**src/hw/chan_status_pkg.sv**
```systemverilog
// Purpose: Shared constants and types for the channel discovery and power status bank
// Assumes: Four channels per group, byte-wide registers on the serial management port
// Notes: Encodings of the requested-class and detection fields live here
package chan_status_pkg;

   localparam int NUM_CH = 4;

   // ------------------------------------------------------------
   // Command codes
   // ------------------------------------------------------------
   localparam logic [7:0] CMD_CH1_DISC = 8'h0C;
   localparam logic [7:0] CMD_CH2_DISC = 8'h0D;
   localparam logic [7:0] CMD_CH3_DISC = 8'h0E;
   localparam logic [7:0] CMD_CH4_DISC = 8'h0F;
   localparam logic [7:0] CMD_PWR_STATUS = 8'h10;
   localparam logic [7:0] REG_RESET = 8'h00;

   // ------------------------------------------------------------
   // Field positions
   // ------------------------------------------------------------
   localparam int CLASS_LSB = 4;
   localparam int DETECT_LSB = 0;
   localparam int PG_LSB = 4;
   localparam int PE_LSB = 0;

   // ------------------------------------------------------------
   // Requested-class codes
   // ------------------------------------------------------------
   localparam logic [3:0] RC_UNKNOWN = 4'h0;
   localparam logic [3:0] RC_CLASS1 = 4'h1;
   localparam logic [3:0] RC_CLASS4 = 4'h4;
   localparam logic [3:0] RC_RSVD_C0 = 4'h5;
   localparam logic [3:0] RC_CLASS0 = 4'h6;
   localparam logic [3:0] RC_OVERCUR = 4'h7;
   localparam logic [3:0] RC_SS_CLASS5 = 4'h8;
   localparam logic [3:0] RC_SS_CLASS8 = 4'hB;
   localparam logic [3:0] RC_LIMITED = 4'hC;
   localparam logic [3:0] RC_DS_CLASS5 = 4'hD;
   localparam logic [3:0] RC_RSVD_E = 4'hE;
   localparam logic [3:0] RC_MISMATCH = 4'hF;

   // ------------------------------------------------------------
   // Detection codes
   // ------------------------------------------------------------
   localparam logic [3:0] DT_UNKNOWN = 4'h0;
   localparam logic [3:0] DT_SHORT = 4'h1;
   localparam logic [3:0] DT_RSVD2 = 4'h2;
   localparam logic [3:0] DT_TOO_LOW = 4'h3;
   localparam logic [3:0] DT_VALID = 4'h4;
   localparam logic [3:0] DT_TOO_HIGH = 4'h5;
   localparam logic [3:0] DT_OPEN = 4'h6;
   localparam logic [3:0] DT_RSVD7 = 4'h7;
   localparam logic [3:0] DT_FET_FAULT = 4'hE;

   // Assigned class for a class 0 signature
   localparam logic [3:0] ASSIGNED_FOR_CLASS0 = 4'h3;

   // ------------------------------------------------------------
   // Timing
   // ------------------------------------------------------------
   localparam int CLK_MHZ = 100;
   localparam int REPORT_MS = 5;
   localparam int REPORT_CYCLES = REPORT_MS * 1000 * CLK_MHZ;

   typedef struct packed {
      logic [3:0] req_class;
      logic [3:0] detect;
   } disc_t;

   typedef struct packed {
      logic valid;
      logic [3:0] meas_class;
      logic [3:0] detect;
   } class_result_t;

endpackage

```
**src/hw/class_report.sv**
```systemverilog
// Purpose: Maps one raw classification result to the reported requested class
// Assumes: Raw class given as 0..8, with flags from the channel pipeline
// Notes: Pure combinational mapping, registered by the caller
`timescale 1ns/10ps
`default_nettype none
module class_report
   import chan_status_pkg::*;
(
   input wire logic [3:0] raw_class_i,
   input wire logic overcurrent_i,
   input wire logic mismatch_i,
   input wire logic four_pair_ss_i,
   input wire logic four_pair_ds_i,
   input wire logic limited_alloc_i,
   input wire logic single_cls_manual_i,
   output logic [3:0] code_o
);

   always_comb begin
      code_o = RC_UNKNOWN;
      if (overcurrent_i) begin
         code_o = RC_OVERCUR;
      end else if (mismatch_i) begin
         code_o = RC_MISMATCH;
      end else if (limited_alloc_i && raw_class_i >= 4'h4) begin
         code_o = RC_LIMITED;
      end else if (single_cls_manual_i && four_pair_ss_i && raw_class_i == 4'h8) begin
         code_o = RC_DS_CLASS5;
      end else begin
         case (raw_class_i)
            4'h0: code_o = RC_CLASS0;
            4'h1, 4'h2, 4'h3, 4'h4: code_o = raw_class_i;
            4'h5, 4'h6, 4'h7, 4'h8: begin
               if (four_pair_ds_i && raw_class_i == 4'h5) begin
                  code_o = RC_DS_CLASS5;
               end else if (four_pair_ss_i) begin
                  code_o = 4'(raw_class_i + 4'h3);
               end else begin
                  code_o = RC_CLASS4;
               end
            end
            default: code_o = RC_UNKNOWN;
         endcase
      end
   end

endmodule
`default_nettype wire

```
**src/hw/chan_status_regs.sv**
```systemverilog
// Purpose: Channel discovery and power status register bank for one group of four channels
// Assumes: Inputs synchronous to clk_i; register port is a byte command/read strobe
// Notes: All registers read-only; writes ignored
`timescale 1ns/10ps
`default_nettype none
module chan_status_regs
   import chan_status_pkg::*;
#(
   parameter int CHANNELS = NUM_CH,
   parameter int REPORT_DELAY = REPORT_CYCLES
)
(
   input wire logic clk_i,
   input wire logic rst_i,
   // Register port
   input wire logic rd_i,
   input wire logic wr_i,
   input wire logic [7:0] cmd_i,
   input wire logic [7:0] wdata_i,
   output logic [7:0] rdata_o,
   output logic rvalid_o,
   // Channel state
   input wire logic [3:0] chan_on_i,
   input wire logic [3:0] drain_sense_pin_i,
   input wire logic [3:0] cls_done_i,
   input wire logic [15:0] raw_class_i,
   input wire logic [15:0] raw_detect_i,
   input wire logic [3:0] cls_overcur_i,
   input wire logic [3:0] cls_mismatch_i,
   input wire logic [3:0] limited_alloc_i,
   input wire logic [3:0] manual_mode_i,
   input wire logic [3:0] cls_enable_i,
   // One bit per pair: channels 1/2 and 3/4 wired as four-pair
   input wire logic [1:0] four_pair_i,
   input wire logic [1:0] dual_sig_i,
   // Events and assigned class
   output logic [3:0] class_complete_event_o,
   output logic [3:0] power_enable_change_event_o,
   output logic [3:0] power_good_change_event_o,
   output logic [15:0] assigned_class_o
);

   // ------------------------------------------------------------
   // Parameter checks
   // ------------------------------------------------------------
   // Pair decoding and the read map are fixed to four channels
   if (CHANNELS != 4) begin : g_bad_channels
      $error("chan_status_regs serves exactly four channels");
   end
   // Report counter is 24 bits; longer delays would wrap
   if (REPORT_DELAY < 1 || REPORT_DELAY > 32'h01000000) begin : g_bad_delay
      $error("REPORT_DELAY must lie between 1 and 16777216 cycles");
   end

   // ------------------------------------------------------------
   // Helpers
   // ------------------------------------------------------------
   function automatic logic [1:0] partner(input logic [1:0] ch);
      partner = {ch[1], ~ch[0]};
   endfunction

   function automatic logic [3:0] nib(input logic [15:0] v, input logic [1:0] ch);
      nib = v[ch*4 +: 4];
   endfunction

   // Pair bit 0 covers channels 1/2, bit 1 channels 3/4
   function automatic logic [3:0] four_pair_mask(input logic [1:0] fp, input logic [1:0] ds,
                                                 input logic dual);
      logic [1:0] hit;
      hit = fp & (dual ? ds : ~ds);
      four_pair_mask = {{2{hit[1]}}, {2{hit[0]}}};
   endfunction

   // One pair change instead of two, so the host sees one interrupt
   // Single signature needs both
   function automatic logic [3:0] good_mask(input logic [3:0] low, input logic [3:0] ss);
      logic [3:0] both;
      both = {{2{low[3] & low[2]}}, {2{low[1] & low[0]}}};
      good_mask = (ss & both) | (~ss & low);
   endfunction

   // Unlisted codes read as unknown, never as a made-up status
   // Listed detection codes only
   function automatic logic [3:0] detect_code(input logic [3:0] raw);
      case (raw)
         DT_UNKNOWN, DT_SHORT, DT_RSVD2, DT_TOO_LOW, DT_VALID,
         DT_TOO_HIGH, DT_OPEN, DT_RSVD7, DT_FET_FAULT: detect_code = raw;
         default: detect_code = DT_UNKNOWN;
      endcase
   endfunction

   // ------------------------------------------------------------
   // State
   // ------------------------------------------------------------
   disc_t disc_ff [4];
   logic [3:0] pg_ff;
   logic [3:0] pe_ff;
   logic [3:0] drain_low_ff;
   logic [3:0] class_complete_event_ff;
   logic [3:0] pec_ff;
   logic [3:0] pgc_ff;
   logic [15:0] assigned_ff;
   // Pending result per channel, shown when its delay runs out
   logic [3:0] pend_ff;
   disc_t pend_val_ff [4];
   logic [23:0] wait_ff [4];
   // Register port side
   logic [7:0] rdata_ff;
   logic rvalid_ff;
   logic [15:0] code_w;
   logic [3:0] ss_w;
   logic [3:0] ds_w;
   logic [3:0] good_w;
   logic [3:0] nxt_pg;

   // One-hot delay states per channel
   typedef enum logic [2:0] {
      WAIT_IDLE = 3'b001,
      WAIT_RUN = 3'b010,
      WAIT_DONE = 3'b100
   } wait_state_t;

   wait_state_t wst_ff [4];

   // ------------------------------------------------------------
   // Class mapping per channel
   // ------------------------------------------------------------
   assign ss_w = four_pair_mask(four_pair_i, dual_sig_i, 1'b0);
   assign ds_w = four_pair_mask(four_pair_i, dual_sig_i, 1'b1);

   for (genvar g = 0; g < 4; g++) begin : g_map
      class_report u_map (
         .raw_class_i(raw_class_i[g*4 +: 4]),
         .overcurrent_i(cls_overcur_i[g]),
         .mismatch_i(cls_mismatch_i[g]),
         .four_pair_ss_i(ss_w[g]),
         .four_pair_ds_i(ds_w[g]),
         .limited_alloc_i(limited_alloc_i[g]),
         .single_cls_manual_i(manual_mode_i[g] && (cls_enable_i[g] != cls_enable_i[g ^ 1])),
         .code_o(code_w[g*4 +: 4])
      );
   end

   // ------------------------------------------------------------
   // Report scheduling
   // ------------------------------------------------------------
   // Result shown REPORT_DELAY + 1 cycles after the done pulse is taken, by default just past the 5ms window; the
   // wait lets firmware settle both halves of a four-pair port.
   for (genvar g = 0; g < 4; g++) begin : g_sched
      logic [1:0] me;
      logic src_hit;
      logic [1:0] src;
      assign me = 2'(g);
      assign src_hit = cls_done_i[g] || (ss_w[g] && cls_done_i[partner(me)]);
      assign src = cls_done_i[g] ? me : partner(me);

      // A result arriving while one is counting is dropped
      always_ff @(posedge clk_i) begin
         if (rst_i || !chan_on_i[g] && !cls_enable_i[g]) begin
            wst_ff[g] <= WAIT_IDLE;
            wait_ff[g] <= 24'h000000;
            pend_ff[g] <= 1'b0;
            pend_val_ff[g] <= '0;
         end else begin
            case (wst_ff[g])
               WAIT_IDLE: begin
                  pend_ff[g] <= 1'b0;
                  if (src_hit) begin
                     pend_val_ff[g].req_class <= nib(code_w, src);
                     pend_val_ff[g].detect <= detect_code(nib(raw_detect_i, src));
                     wait_ff[g] <= 24'(REPORT_DELAY - 1);
                     wst_ff[g] <= WAIT_RUN;
                  end
               end
               WAIT_RUN: begin
                  if (wait_ff[g] == 24'h000000) begin
                     pend_ff[g] <= 1'b1;
                     wst_ff[g] <= WAIT_DONE;
                  end else begin
                     wait_ff[g] <= wait_ff[g] - 24'h000001;
                  end
               end
               WAIT_DONE: begin
                  pend_ff[g] <= 1'b0;
                  wst_ff[g] <= WAIT_IDLE;
               end
               default: wst_ff[g] <= WAIT_IDLE;
            endcase
         end
      end

      // Result survives classification before power-on; only full off clears
      // Clear when off with classification disabled
      always_ff @(posedge clk_i) begin
         if (rst_i) begin
            disc_ff[g] <= '0;
         end else if (!chan_on_i[g] && !cls_enable_i[g]) begin
            disc_ff[g] <= '0;
         end else if (pend_ff[g]) begin
            disc_ff[g] <= pend_val_ff[g];
         end
      end

      always_ff @(posedge clk_i) begin
         if (rst_i) begin
            class_complete_event_ff[g] <= 1'b0;
         end else begin
            class_complete_event_ff[g] <= cls_done_i[g];
         end
      end

      // Assigned class shows only while powered
      // Class 0 assigned as class 3
      always_ff @(posedge clk_i) begin
         if (rst_i || !chan_on_i[g]) begin
            assigned_ff[g*4 +: 4] <= 4'h0;
         end else if (disc_ff[g].req_class == RC_CLASS0 || disc_ff[g].req_class == RC_RSVD_C0) begin
            assigned_ff[g*4 +: 4] <= ASSIGNED_FOR_CLASS0;
         end else begin
            assigned_ff[g*4 +: 4] <= disc_ff[g].req_class;
         end
      end
   end

   // ------------------------------------------------------------
   // Power status
   // ------------------------------------------------------------
   // Drain low seen during turn-on; held so the partner can catch up
   always_ff @(posedge clk_i) begin
      if (rst_i) begin
         drain_low_ff <= 4'h0;
      end else begin
         drain_low_ff <= chan_on_i & (drain_low_ff | ~drain_sense_pin_i);
      end
   end

   assign good_w = good_mask(drain_low_ff, ss_w);
   assign nxt_pg = chan_on_i & (pg_ff | good_w);

   for (genvar g = 0; g < 4; g++) begin : g_pwr

      always_ff @(posedge clk_i) begin
         if (rst_i || !chan_on_i[g]) begin
            pg_ff[g] <= 1'b0;
         end else if (good_w[g]) begin
            pg_ff[g] <= 1'b1;
         end
      end

      always_ff @(posedge clk_i) begin
         if (rst_i) begin
            pe_ff[g] <= 1'b0;
         end else begin
            pe_ff[g] <= chan_on_i[g];
         end
      end
   end

   // ------------------------------------------------------------
   // Change events
   // ------------------------------------------------------------
   // Enable change seen the edge after the on level moves
   // Change events per channel
   always_ff @(posedge clk_i) begin
      if (rst_i) begin
         pec_ff <= 4'h0;
         pgc_ff <= 4'h0;
      end else begin
         pec_ff <= pe_ff ^ chan_on_i;
         // Same next value as pg_ff, so flag and event move on one edge
         pgc_ff <= pg_ff ^ nxt_pg;
      end
   end

   // ------------------------------------------------------------
   // Register read port
   // ------------------------------------------------------------
   // A write in the same cycle blocks the read; wdata_i is never used
   // Read data holds until the next accepted read
   // Reads only; writes dropped
   always_ff @(posedge clk_i) begin
      if (rst_i) begin
         rdata_ff <= REG_RESET;
         rvalid_ff <= 1'b0;
      end else begin
         rvalid_ff <= rd_i && !wr_i;
         if (rd_i && !wr_i) begin
            case (cmd_i)
               CMD_CH1_DISC: rdata_ff <= disc_ff[0];
               CMD_CH2_DISC: rdata_ff <= disc_ff[1];
               CMD_CH3_DISC: rdata_ff <= disc_ff[2];
               CMD_CH4_DISC: rdata_ff <= disc_ff[3];
               CMD_PWR_STATUS: rdata_ff <= {pg_ff, pe_ff};
               default: rdata_ff <= REG_RESET;
            endcase
         end
      end
   end

   // ------------------------------------------------------------
   // Outputs
   // ------------------------------------------------------------
   assign rdata_o = rdata_ff;
   assign rvalid_o = rvalid_ff;
   assign class_complete_event_o = class_complete_event_ff;
   assign power_enable_change_event_o = pec_ff;
   assign power_good_change_event_o = pgc_ff;
   assign assigned_class_o = assigned_ff;

endmodule
`default_nettype wire

```
**config.mk**
```make
export PLATFORM = sky130hd
export DESIGN_NAME = chan_status_regs
export DESIGN_NICKNAME = d
export VERILOG_FILES = /design/src/hw/chan_status_pkg.sv /design/src/hw/class_report.sv /design/src/hw/chan_status_regs.sv
export SDC_FILE = /design/constraint.sdc
export NUM_CORES = 1
export LEC_CHECK = 0
export ABC_AREA = 1
export ABC_CLOCK_PERIOD_IN_PS = 2600
export BUFFER_PORTS_ARGS = -buffer_cell sky130_fd_sc_hd__buf_2
export CORE_MARGIN = 2
export CORE_UTILIZATION = 40
export DETAILED_ROUTE_END_ITERATION = 10
export GPL_ROUTABILITY_DRIVEN = 0
export MAX_ROUTING_LAYER = met4
export PLACE_DENSITY_LB_ADDON = 0.12
export SLEW_MARGIN = 0
export SYNTH_ARGS = -nofsm -noshare
export SYNTH_HDL_FRONTEND = slang
export SYNTH_SLANG_ARGS = --single-unit
```
**constraint.sdc**
```tcl
create_clock -name clk_i -period 2.6 [get_ports clk_i]
set_clock_uncertainty 0.1 [all_clocks]
set_input_delay 0.52 -clock clk_i [delete_from_list [all_inputs] [get_ports clk_i]]
set_output_delay 0.52 -clock clk_i [all_outputs]
set_load 0.02 [all_outputs]
```
==> impl.org, run 1 <==
** Synthesis
- In this run the mean area of a mapped cell was 8.05 um2.
- Synthesis handed over a netlist of roughly 1600 instances.
- Yosys warning count :: 0
- Of the synthesized area, sequential elements account for 0.489.
- In this run, synthesis produced a sequential element count of ~230.
- Number of nets in the synthesized netlist :: approximately 1700
- Netlist Area Pre-Place :: about 13000 um2
- The netlist uses 45 different library cells.

** CTS
- The cell sitting at the root of the clock tree is a sky130_fd_sc_hd__clkbuf_16.
- Later-pin clock latency in the skew report :: between 0.5 and 0.6 ns
- Total of cells resized after clock tree synthesis :: 0
- CTS built an H-tree with a depth of 1.
- Total CTS buffers :: 26
- The number of setup buffers added after CTS is 0.
- TritonCTS built the clock tree.
- CTS sink cnt :: between 200 and 250
- Counting along the longest clock path gives a buffer depth of 3.
- CTS clock-pin slew for the worst setup and hold paths :: approximately 0.060 ns
- The number of hold buffers added after CTS was 0.

** Hold path
- Counting instances, the worst hold path has a depth of 2.
- Worst hold path type :: primary input to flop
- The startpoint identified for the worst hold timing path is wr_i.
- Worst Hold Endpoint :: rvalid_o$_SDFF_PP0_

** Layout
- In the final layout, the share of cells above drive strength 1 is 0.143.
- The library cell used most frequently in the layout, excluding fill and tap cells, is sky130_fd_sc_hd__nand2_1.
- Filler cell count :: 3112
- Final design instance area without fill :: between 10000 and 15000 um2
- Layout-stage area growth over the synthesis result :: 16.1%
- Highest-count cells in the layout ignoring fill and taps :: sky130_fd_sc_hd__nand2_1, sky130_fd_sc_hd__nor2_1, sky130_fd_sc_hd__inv_1
- Net count of the finished layout :: around 1800
- Final standard cell count with taps included and fillers excluded :: around 2100
- Antenna diode count :: 0

** STA
- Total setup violations reported at the end of the flow :: 0
- The max-slew violation count came to 0.
- Dividing the final minimum period by the clock period gives 0.827.
- For the final routed database, the setup TNS stands at 0 ns.
- RSZ-0062 raised after global routing :: no
- Slew Limit Headroom :: 0.508
- The count of final hold-check violations is 0.
- The worst path needs between 2 and 2.5 ns of the cycle, external delays included.
- For the pin with the worst max-slew slack, the measured transition is 0.732 ns.
- Max Freq :: between 400 and 500 MHz

** Drt
- In the final routing, the length of wire on met1 measures 14200 um.
- After detailed routing, the number of remaining DRC violations is 0.
- Met2 wire length :: 13000 um
- After detailed routing, the average wire length per cell comes to approximately 14 um.
- Wires add up to between 20000 and 30000 um.
- Avg Vias per Cell :: 4.80
- Uppermost routed layer :: met4
- Detailed-routing iteration count for the pre-antenna-repair pass :: 7
- Met3 wire len :: between 1000 and 1500 um
- In this run the remaining antenna-violating nets after routing total 0.
- Total via count in the routed design :: about 10000
- After the first detailed-routing iteration, the DRC count stood at 589.

** Setup path
- Endpoint of the worst register-to-register path :: wait_ff[1][15]$_DFFE_PP_
- STA classifies the critical path endpoint as a flop.
- Reg-to-reg startpoint :: wait_ff[1][17]$_DFFE_PP_
- Launch point of the worst path :: wait_ff[1][17]$_DFFE_PP_
- Arrival time reported for the critical path endpoint :: roughly 2.3 ns
- The worst setup path is of the flop to flop kind.
- Required @ worst endpoint :: 2.77 ns
- In this run the worst path has a maximum fanout of 18.
- Depth of the worst register-to-register path :: 8
- The slowest stage of the critical path belongs to the cell sky130_fd_sc_hd__edfxtp_1.
- The critical path goes through nor2_1 -> nand2_1 -> nor3_1 -> nand2_1 -> nand2_2 -> inv_2 -> o21ai_0 -> o21ai_0.
- Delay contributed by the slowest stage of the critical path :: between 0.4 and 0.5 ns
- The worst register-to-register path has a setup slack of approximately 0.45 ns.
- Kind of start point of the critical path :: flop

** Floorplanning
- Number of placement rows :: 65
- Initial core utilization :: 0.404
- The die covers about 33000 um2.
- Die width :: approximately 180 um
- In this run the vertical extent of the chip is about 180 um.
- roughly 130 I/O pins were placed.
- The total area inside the core boundary comes to between 30000 and 40000 um2.

** GRT
- In the global route stage, overall resource usage came out at 0.179.
- Global routing finished with a remaining overflow of 0.
- Global-route wire length before repair :: between 40000 and 50000 um
- Largest net degree at the start of global routing :: 25
- Number of antenna violations at the first check in global routing :: 0
- The via count of the first global-routing pass was slightly below 10000.

** Placed design
- Total instance count after detailed placement :: roughly 2100
- Detailed placer's ending HPWL :: ~22000 um
- Port buffering added 116 buffers.
- Once placement finished, the instance area stood at roughly 14000 um2.

** Power and ir drop
- In this run the static leakage power is ~0.0066 uW.
- For this design the ratio of total power to cell area is roughly 690 nW/um2.
- Sw power :: ~2800 uW
- Portion of total power attributed to sequential cells :: 0.445
- Switching Fraction :: 0.280
- Worst ir drop on vdd :: between 0.4 and 0.5 mV
- Internal power comes to 7300 uW.
- Of the total power, the clock network draws 0.384.
- Combinational group share of total power :: 0.171

** Outcome
- Outcome :: finished clean

** Job
- Across the run, the number of max-cap violations was 0.
[cells in the mapped netlist (all sizes together)]
master   instances  area (um2)
a211oi           4        30.0
a21oi           50         262
and3             4        25.0
buf             12        98.8
clkbuf           4        15.0
clkinv           1        3.75
dfxtp           53        1060
edfxtp         172        5160
ha              24         300
inv            236         891
mux2i            7        70.1
nand2          352        1350
nand3           90         465
nand3b           4        30.0
nand4           14         103
nor2           329        1380
nor3            36         195
nor3b            6        60.1
nor4             5        37.5
o2111ai          1        8.76
o211ai           5        37.5
o21a             2        15.0
o21ai           95         505
o21bai           6        45.0
o22ai            1        6.26
o311ai           1        8.76
or2              6        37.5
or3              1        6.26
xnor2           28         245
xor2            31         272
[final cells by class]
type | instances | area, um2 | area share
clock buffers | 28 | 658 | 0.0445
clock inverters | 19 | 264 | 0.0179
inverters | 237 | 895 | 0.0606
multi-input cells | 1102 | 5490 | 0.372
flip-flops and latches | 225 | 6230 | 0.421
well taps | 402 | 503 | 0.0340
repair buffers | 132 | 738 | 0.0500
[power groups by stage]
stage | clock [uW] | combinational (uW) | sequential, uW
finish | 3900 | 1740 | 4510
global route | 4170 | 1990 | 4550
CTS | 4000 | 1750 | 4510
detailed placement | 0 | 1740 | 4580
global placement | 0 | 1730 | 4580
floorplan | 0 | 1250 | 4550
[state kept, by name (all words and copies together) (netlist names), 8 cells and up]
register and count:
assigned_class_o 16, disc_ff 32, pend_val_ff 32, rdata_o 8, wait_ff 96, wst_ff 12
[worst max path at each step]
stage	to	cells past startpoint
after floorplan	wait_ff[0][0]$_DFFE_PP_	7
after global placement	wait_ff[3][20]$_SDFFCE_PN0P_	7
after CTS	wait_ff[1][15]$_DFFE_PP_	8
after global routing	wait_ff[1][15]$_DFFE_PP_	8
final	wait_ff[1][15]$_DFFE_PP_	8
after detailed placement	wait_ff[3][20]$_SDFFCE_PN0P_	7
[worst max-delay path: cells and delay by family, from the launching register on]
kind | cells | cell delay [ns]
flip-flops | 1 | 0.42
AND/OR/NAND/NOR | 5 | 1.03
buffers and inverters | 1 | 0.14
AO/OA/AOI/OAI | 2 | 0.19
[kinds of logic (layout without fill, tap and decap cells)]
group | after synthesis | after routing | share of synthesized area
compound gates | 165 | 165 | 0.0722
xor+xnor | 59 | 59 | 0.0406
fa+ha+maj | 24 | 24 | 0.0236
buf+inv | 253 | 416 | 0.0793
flops | 225 | 225 | 0.489
mux | 7 | 7 | 0.00551
simple gates | 847 | 847 | 0.290
[metal layers]
layer,GRT usage,vias up
met5,-,-
met4,0.0506,0
met3,0.0233,59
met2,0.283,184
met1,0.243,4662
li1,-,5386
[per-stage QoR]
| step | util | hold WS (ns) | setup WS (ns) | total power, uW |
|---|---|---|---|---|
| 2_1_floorplan | - | 0.346 | 0.237 | 5800 |
| 3_3_place_gp | 0.440 | 0.360 | 0.390 | 6300 |
| 3_5_place_dp | 0.440 | 0.368 | 0.304 | 6320 |
| 4_1_cts | 0.469 | 0.0369 | 0.411 | 10300 |
| 5_1_grt | 0.469 | 0.0448 | 0.201 | 10700 |
| 6_report | 0.469 | 0.0610 | 0.450 | 10100 |
(Power assumes the default switching activity.)
==> inputs of run 2 (changes only) <==
--- a/config.mk
+++ b/config.mk
@@ -6,7 +6,7 @@
 export NUM_CORES = 1
 export LEC_CHECK = 0
 export ABC_AREA = 1
-export ABC_CLOCK_PERIOD_IN_PS = 2600
+export ABC_CLOCK_PERIOD_IN_PS = 2100
 export BUFFER_PORTS_ARGS = -buffer_cell sky130_fd_sc_hd__buf_2
 export CORE_MARGIN = 2
 export CORE_UTILIZATION = 40
==> constraint.sdc (replaced) <==
create_clock -name clk_i -period 2.1 [get_ports clk_i]
set_clock_uncertainty 0.1 [all_clocks]
set_input_delay 0.42 -clock clk_i [delete_from_list [all_inputs] [get_ports clk_i]]
set_output_delay 0.42 -clock clk_i [all_outputs]
set_load 0.02 [all_outputs]
==> impl.org, run 2 (synthesis gave the netlist of run 1 again) <==
** Drt
- Detailed-route wire length :: 29800 um (was 29000 um)
- The detailed-route wire length per cell was 13.7 um (was 13.5 um).
- The number of nets with antenna violations after detailed routing was 0 (unchanged).
- DRC Markers :: 0 (unchanged)
- Avg Vias per Cell :: 4.75 (was 4.80)
- The vias after detailed routing came to 10300 (about the same).
- The violation count after the first detailed-routing iteration is 630 (was 589).
- The number of iterations in the first detailed-routing pass was 4 (was 7).

** STA
- The final number of setup-violating endpoints came to 0 (unchanged).
- The time the worst path needs with I/O delays and setup was 1.95 ns (was 2.15 ns).
- The highest clock rate came to 513 MHz (was 465 MHz).
- RSZ-0062 raised after global routing :: no (unchanged)
- The remaining max-slew budget at the tightest pin came to 0.644 (was 0.508).
- The count of final hold-check violations came to 0 (unchanged).
- Fin. max-slew vios :: 0 (unchanged)
- Crit share post-route :: 0.928 (was 0.827)
- The pin slew with the least headroom to its limit is 0.531 ns (was 0.732 ns).
- The worst hold slack across all endpoints came to 0.0267 ns (was 0.0610 ns).
- Post-Route Setup TNS :: 0 ns (unchanged)

** Placed design
- Total instance count after detailed placement :: 2123 (was 2098)
- The number of port buffers came to 116 (unchanged).
- Detailed placer's ending HPWL :: 23100 um (was 22200 um)

** Floorplanning
- DIE AREA :: 33300 um2 (unchanged)
- The starting density of the core came to 0.404 (unchanged).
- I/O pins :: 125 (unchanged)
- Die width :: 182 um (unchanged)
- The site row count was 65 (unchanged).
- The height of the chip came to 182 um (unchanged).
- Core footprint :: 31500 um2 (unchanged)

** GRT
- Met2 GRT Util :: 0.305 (was 0.283)
- The via count of the first global-routing pass was 9947 (was 9689).
- Most heavily used metal layer in global routing :: met2 (unchanged)
- The total track usage was 0.184 (was 0.179).
- Met1 track utilization from global routing :: 0.243 (about the same)
- The number of antenna violations at the first check in global routing came to 0 (unchanged).
- Global route total overflow :: 0 (unchanged)
- The met3 track demand over resource in global routing was 0.0235 (was 0.0233).
- The global-route wire length before repair came to 48800 um (was 47400 um).
- Largest net degree at the start of global routing :: 25 (unchanged)

** Setup path
- The number of cell instances on the worst register-to-register path was 7 (was 8).
- The kind of critical path is flop to flop (unchanged).
- Kind of start point of the critical path :: flop (unchanged)
- The sort of element at the end of the critical path was a flop (unchanged).
- Critical path peak fanout :: 12 (was 18)
- The required time of the critical path came to 2.29 ns (was 2.77 ns).
- The arrival time at the worst endpoint was 2.14 ns (was 2.32 ns).

** Job
- Number of maximum-capacitance constraint violations :: 0 (unchanged)

** Layout
- The number of flip-flops under the largest register name was 96 (unchanged).
- The most flop-heavy register was wait_ff (unchanged).
- Top Registers :: wait_ff x96, disc_ff x32, pend_val_ff x32 (unchanged)
- Net count of the finished layout :: 1866 (was 1836)
- The fraction of final layout cells sized beyond drive strength 1 came to 0.159 (was 0.143).
- Layout-stage area growth over the synthesis result :: 18.6% (was 16.1%)
- Highest-count cells in the layout ignoring fill and taps :: sky130_fd_sc_hd__nand2_1, sky130_fd_sc_hd__nor2_1, sky130_fd_sc_hd__inv_1 (unchanged)
- Antenna diode count :: 0 (unchanged)
- Core occupancy in the finished layout :: 0.479 (was 0.469)
- The most common cell after layout, fill and taps aside was sky130_fd_sc_hd__nand2_1 (unchanged).
- Final standard cell count with taps included and fillers excluded :: 2176 (was 2145)

** Power and ir drop
- Worst ir drop on vdd :: 0.681 mV (was 0.488 mV)
- The static power due to leakage was 0.00677 uW (was 0.00660 uW).
- Total design power :: 12700 uW (was 10100 uW)
- Total power density per cell area :: 843 nW/um2 (was 686 nW/um2)

** CTS
- Later-pin clock latency in the skew report :: 0.54 ns (about the same)
- The clock slew at the register clock pins of the worst setup and hold paths is 0.06 ns (about the same).
- Root buffer cell :: sky130_fd_sc_hd__clkbuf_16 (unchanged)
- Number of H-tree levels :: 1 (unchanged)
- CTS sink cnt :: 225 (unchanged)
- Total CTS buffers :: 26 (unchanged)
- The maximum clock path buffer count was 3 (unchanged).
- Number of buffers inserted to repair setup after CTS :: 0 (unchanged)
- The clock tree from TritonCTS is built (unchanged).

** Hold path
- The path category of the worst min-delay check was primary input to flop (unchanged).
- Cell depth of the worst min-delay path :: 3 (was 2)

** Outcome
- Outcome: finished clean (unchanged).
==> run 2: cell count changes in the layout (fill, tap and decap cells not counted), sizes merged <==
cell,previous run,this run
buf,132,157
bufinv,6,5
clkbuf,28,36
dlygate4sd3,0,5
clkinvlp,3,2
clkinv,11,6
==> run 2: timing repair <==
action / 4_1_cts / 5_1_grt
endpoints found under the hold margin: 5 / 0
resized for setup: 0 / 7
endpoints found under the setup margin: 0 / 18
hold buffers: 5 / 0
==> run 2: worst max-delay path: stages, from the launching register on <==
cell and delay (ns):
sky130_fd_sc_hd__edfxtp_1 0.42, sky130_fd_sc_hd__nor2_1 0.21, sky130_fd_sc_hd__nand2_1 0.14, sky130_fd_sc_hd__nor2_4 0.15, sky130_fd_sc_hd__nand4_4 0.17, sky130_fd_sc_hd__a21oi_4 0.22
sky130_fd_sc_hd__nand2_2 0.12, sky130_fd_sc_hd__buf_12 0.17
==> run 2: final timing paths <==
check / slack [ns] / startpoint / end
max: 0.15 / wait_ff[2][11]$_SDFFCE_PN0P_ / wait_ff[2][15]$_SDFFCE_PN0P_
max reg2reg: 0.15 / wait_ff[2][11]$_SDFFCE_PN0P_ / wait_ff[2][15]$_SDFFCE_PN0P_
min: 0.03 / rd_i / rvalid_o$_SDFF_PP0_
min reg2reg: 0.38 / drain_low_ff[0]$_SDFF_PP0_ / drain_low_ff[0]$_SDFF_PP0_
==> run 2: cell type report <==
cell class | count | area (um2)
timing repair buffer | 162 | 1010
clock buffer | 36 | 729
fill | 3077 | 16400
tap | 402 | 503
sequential | 225 | 6230
clock inverter | 12 | 204
inverter | 237 | 895
multi-input combinational | 1102 | 5520
==> run 2: through the flow <==
| step | cell area, um2 | setup slack (ns) |
|---|---|---|
| after global placement | 14100 | 0.0887 |
| final | 15100 | 0.152 |
| after floorplan | 12700 | 0.0573 |
| after CTS | 15100 | 0.0566 |
| after detailed placement | 14100 | 0.0592 |
| after global routing | 15100 | 0.000208 |
==> run 2: layer usage <==
metal  vias up  wire length, um
li1       5451                -
met2       142            13800
met5         -                0
met4         0              603
met3        45              924
met1      4695            14400
==> run 2: power by group <==
group | total, uW | internal, uW | switching [uW] | leakage [uW]
clock network | 4890 | 3050 | 1840 | 0.000447
registers | 5580 | 5300 | 282 | 0.00231
logic | 2250 | 802 | 1450 | 0.00401
==> inputs of run 3 (changes only) <==
--- a/config.mk
+++ b/config.mk
@@ -14,6 +14,7 @@
 export GPL_ROUTABILITY_DRIVEN = 0
 export MAX_ROUTING_LAYER = met4
 export PLACE_DENSITY_LB_ADDON = 0.12
+export REMOVE_ABC_BUFFERS = 1
 export SLEW_MARGIN = 0
 export SYNTH_ARGS = -nofsm -noshare
 export SYNTH_HDL_FRONTEND = slang
==> impl.org, run 3 (synthesis gave the netlist of run 1 again) <==
** Power and ir drop
- The final total power was 12500 uW (was 12700 uW).
- The peak ir drop on the vdd network is 0.631 mV (was 0.681 mV).
- The power per cell area was 827 nW/um2 (was 843 nW/um2).
- The static power due to leakage was 0.00678 uW (was 0.00677 uW).

** Drt
- The overall routed net length came to 29700 um (was 29800 um).
- Total via count in the routed design :: 10400 (was 10300)
- Detailed-routing iteration count for the pre-antenna-repair pass :: 5 (was 4)
- Number of DRC markers in iteration 0 :: 588 (was 630)
- The DRC violation count after routing was 0 (unchanged).
- The detailed-route wire length per cell is 13.6 um (was 13.7 um).
- Avg Vias per Cell :: 4.78 (was 4.75)
- The number of nets with antenna violations after detailed routing is 0 (unchanged).

** Placed design
- Placed standard-cell area :: 14000 um2 (was 14100 um2)
- The number of port buffers came to 116 (unchanged).
- Detailed placer's ending HPWL :: 22700 um (was 23100 um)

** CTS
- Total CTS buffers :: 27 (was 26)
- Clock tree from TritonCTS :: built (unchanged)
- The clock latency reported for the late side of the worst-skew pair was 0.55 ns (was 0.54 ns).
- CTS sink cnt :: 225 (unchanged)
- The clock slew at the register clock pins of the worst setup and hold paths came to 0.06 ns (about the same).
- Root buffer cell :: sky130_fd_sc_hd__clkbuf_16 (unchanged)
- The maximum clock path buffer count is 3 (unchanged).
- Number of H-tree levels :: 1 (unchanged)

** Floorplanning
- The starting density of the core was 0.404 (unchanged).
- The area enclosed by the die boundary was 33300 um2 (unchanged).
- The area inside the core boundary came to 31500 um2 (unchanged).
- I/O pins :: 125 (unchanged)
- Die width :: 182 um (unchanged)
- The site row count was 65 (unchanged).
- The height of the chip is 182 um (unchanged).

** GRT
- The via count of the first global-routing pass is 9997 (was 9947).
- The total track usage was 0.183 (was 0.184).
- Number of antenna violations at the first check in global routing :: 0 (unchanged)
- The global-route wire length before repair came to 48700 um (was 48800 um).
- Largest net degree at the start of global routing :: 25 (unchanged)
- Global route total overflow :: 0 (unchanged)

** Layout
- The fraction of final layout cells sized beyond drive strength 1 was 0.165 (was 0.159).
- The count of antenna diodes in the layout is 0 (unchanged).
- The number of nets in the finished design came to 1874 (was 1866).
- The post-route standard cell area excluding fillers came to 15100 um2 (about the same).
- Number of flip-flops under the largest register name :: 96 (unchanged)
- Leading cell type in the layout, fill and taps excluded :: sky130_fd_sc_hd__nand2_1 (unchanged)
- Highest-count cells in the layout ignoring fill and taps :: sky130_fd_sc_hd__nand2_1, sky130_fd_sc_hd__nor2_1, sky130_fd_sc_hd__inv_1 (unchanged)
- The core utilization of the finished layout came to 0.480 (was 0.479).
- Filler cell count :: 3106 (was 3077)
- Register with the most flip-flops :: wait_ff (unchanged)
- The signed area change from the synthesized netlist to the final layout came to 18.8% (was 18.6%).
- Top Registers :: wait_ff x96, disc_ff x32, pend_val_ff x32 (unchanged)

** Hold path
- The path category of the worst min-delay check is primary input to flop (unchanged).

** Setup path
- Kind of start point of the critical path :: flop (unchanged)
- Crit Path Class :: flop to flop (unchanged)
- The arrival time at the worst endpoint was 2.16 ns (was 2.14 ns).
- The required time of the critical path came to 2.29 ns (about the same).
- The highest fanout seen on the critical path was 4 (was 12).
- The sort of element at the end of the critical path is a flop (unchanged).

** STA
- Total setup violations reported at the end of the flow :: 0 (unchanged)
- Post-Route Setup TNS :: 0 ns (unchanged)
- Hold violation count in the final report :: 0 (unchanged)
- The ratio of final minimum period to clock period is 0.940 (was 0.928).
- The highest clock rate was 507 MHz (was 513 MHz).
- The time the worst path needs with I/O delays and setup came to 1.97 ns (was 1.95 ns).
- The remaining max-slew budget at the tightest pin was 0.646 (was 0.644).
- The worst hold slack across all endpoints was 0.0844 ns (was 0.0267 ns).
- The pin slew with the least headroom to its limit was 0.529 ns (was 0.531 ns).
- Fin. max-slew vios :: 0 (unchanged)

** Job
- The number of maximum-capacitance constraint violations was 0 (unchanged).

** Outcome
- Outcome: finished clean (unchanged).
-- run 3: final timing paths --
check                              start                                       to  slack (ns)  depth (start not counted)
min                         chan_on_i[2]  power_good_change_event_o[2]$_SDFF_PP0_        0.08                          2
max reg2reg  wait_ff[2][2]$_SDFFCE_PN0P_             wait_ff[2][15]$_SDFFCE_PN0P_        0.13                          8
max          wait_ff[2][2]$_SDFFCE_PN0P_             wait_ff[2][15]$_SDFFCE_PN0P_        0.13                          8
min reg2reg   drain_low_ff[2]$_SDFF_PP0_               drain_low_ff[2]$_SDFF_PP0_        0.38                          2
-- run 3: layout make-up --
class | count | area (um2) | area share
clock inverter | 15 | 148 | 0.00977
tap | 402 | 503 | 0.0333
clock buffer | 35 | 746 | 0.0493
inverter | 237 | 895 | 0.0592
sequential | 225 | 6230 | 0.412
timing repair buffer | 169 | 1040 | 0.0691
multi-input combinational | 1102 | 5550 | 0.367
-- run 3: layer usage --
layer,up-vias,GRT usage,share of wire
li1,5459,-,-
met1,4791,0.253,0.50
met2,157,0.290,0.45
met3,36,0.0227,0.033
met4,0,0.0377,0.018
met5,-,-,0
-- run 3: worst max-delay path, stage by stage (launching register included) --
cell                       delay, ns
sky130_fd_sc_hd__edfxtp_1       0.44
sky130_fd_sc_hd__nor2_1         0.18
sky130_fd_sc_hd__nand4_1        0.25
sky130_fd_sc_hd__nor2_4         0.20
sky130_fd_sc_hd__nand2_1        0.13
sky130_fd_sc_hd__nor2_4         0.15
sky130_fd_sc_hd__nand2_1        0.06
sky130_fd_sc_hd__a21oi_1        0.14
sky130_fd_sc_hd__nor2_1         0.06
-- run 3: repair_timing --
| item | CTS | global route |
|---|---|---|
| endpoints found under the hold margin | 5 | 0 |
| setup endpoints to repair | 0 | 77 |
| hold buffers | 6 | 0 |
| buffers inserted | 0 | 8 |
| gates resized for setup | 0 | 19 |
-- run 3: power by group --
part	internal (uW)	switching, uW	leakage (uW)
Clock	2760	1890	0.000435
Sequential	5300	281	0.00231
Combinational	807	1460	0.00403
Total	8870	3630	0.00678
-- run 3: metrics by stage --
step	std cells	setup WS, ns
after floorplan	1564	-0.143
after global placement	2121	0.107
final	2185	0.126
after CTS	2177	0.0556
after global routing	2185	-0.0244
after detailed placement	2121	0.0644
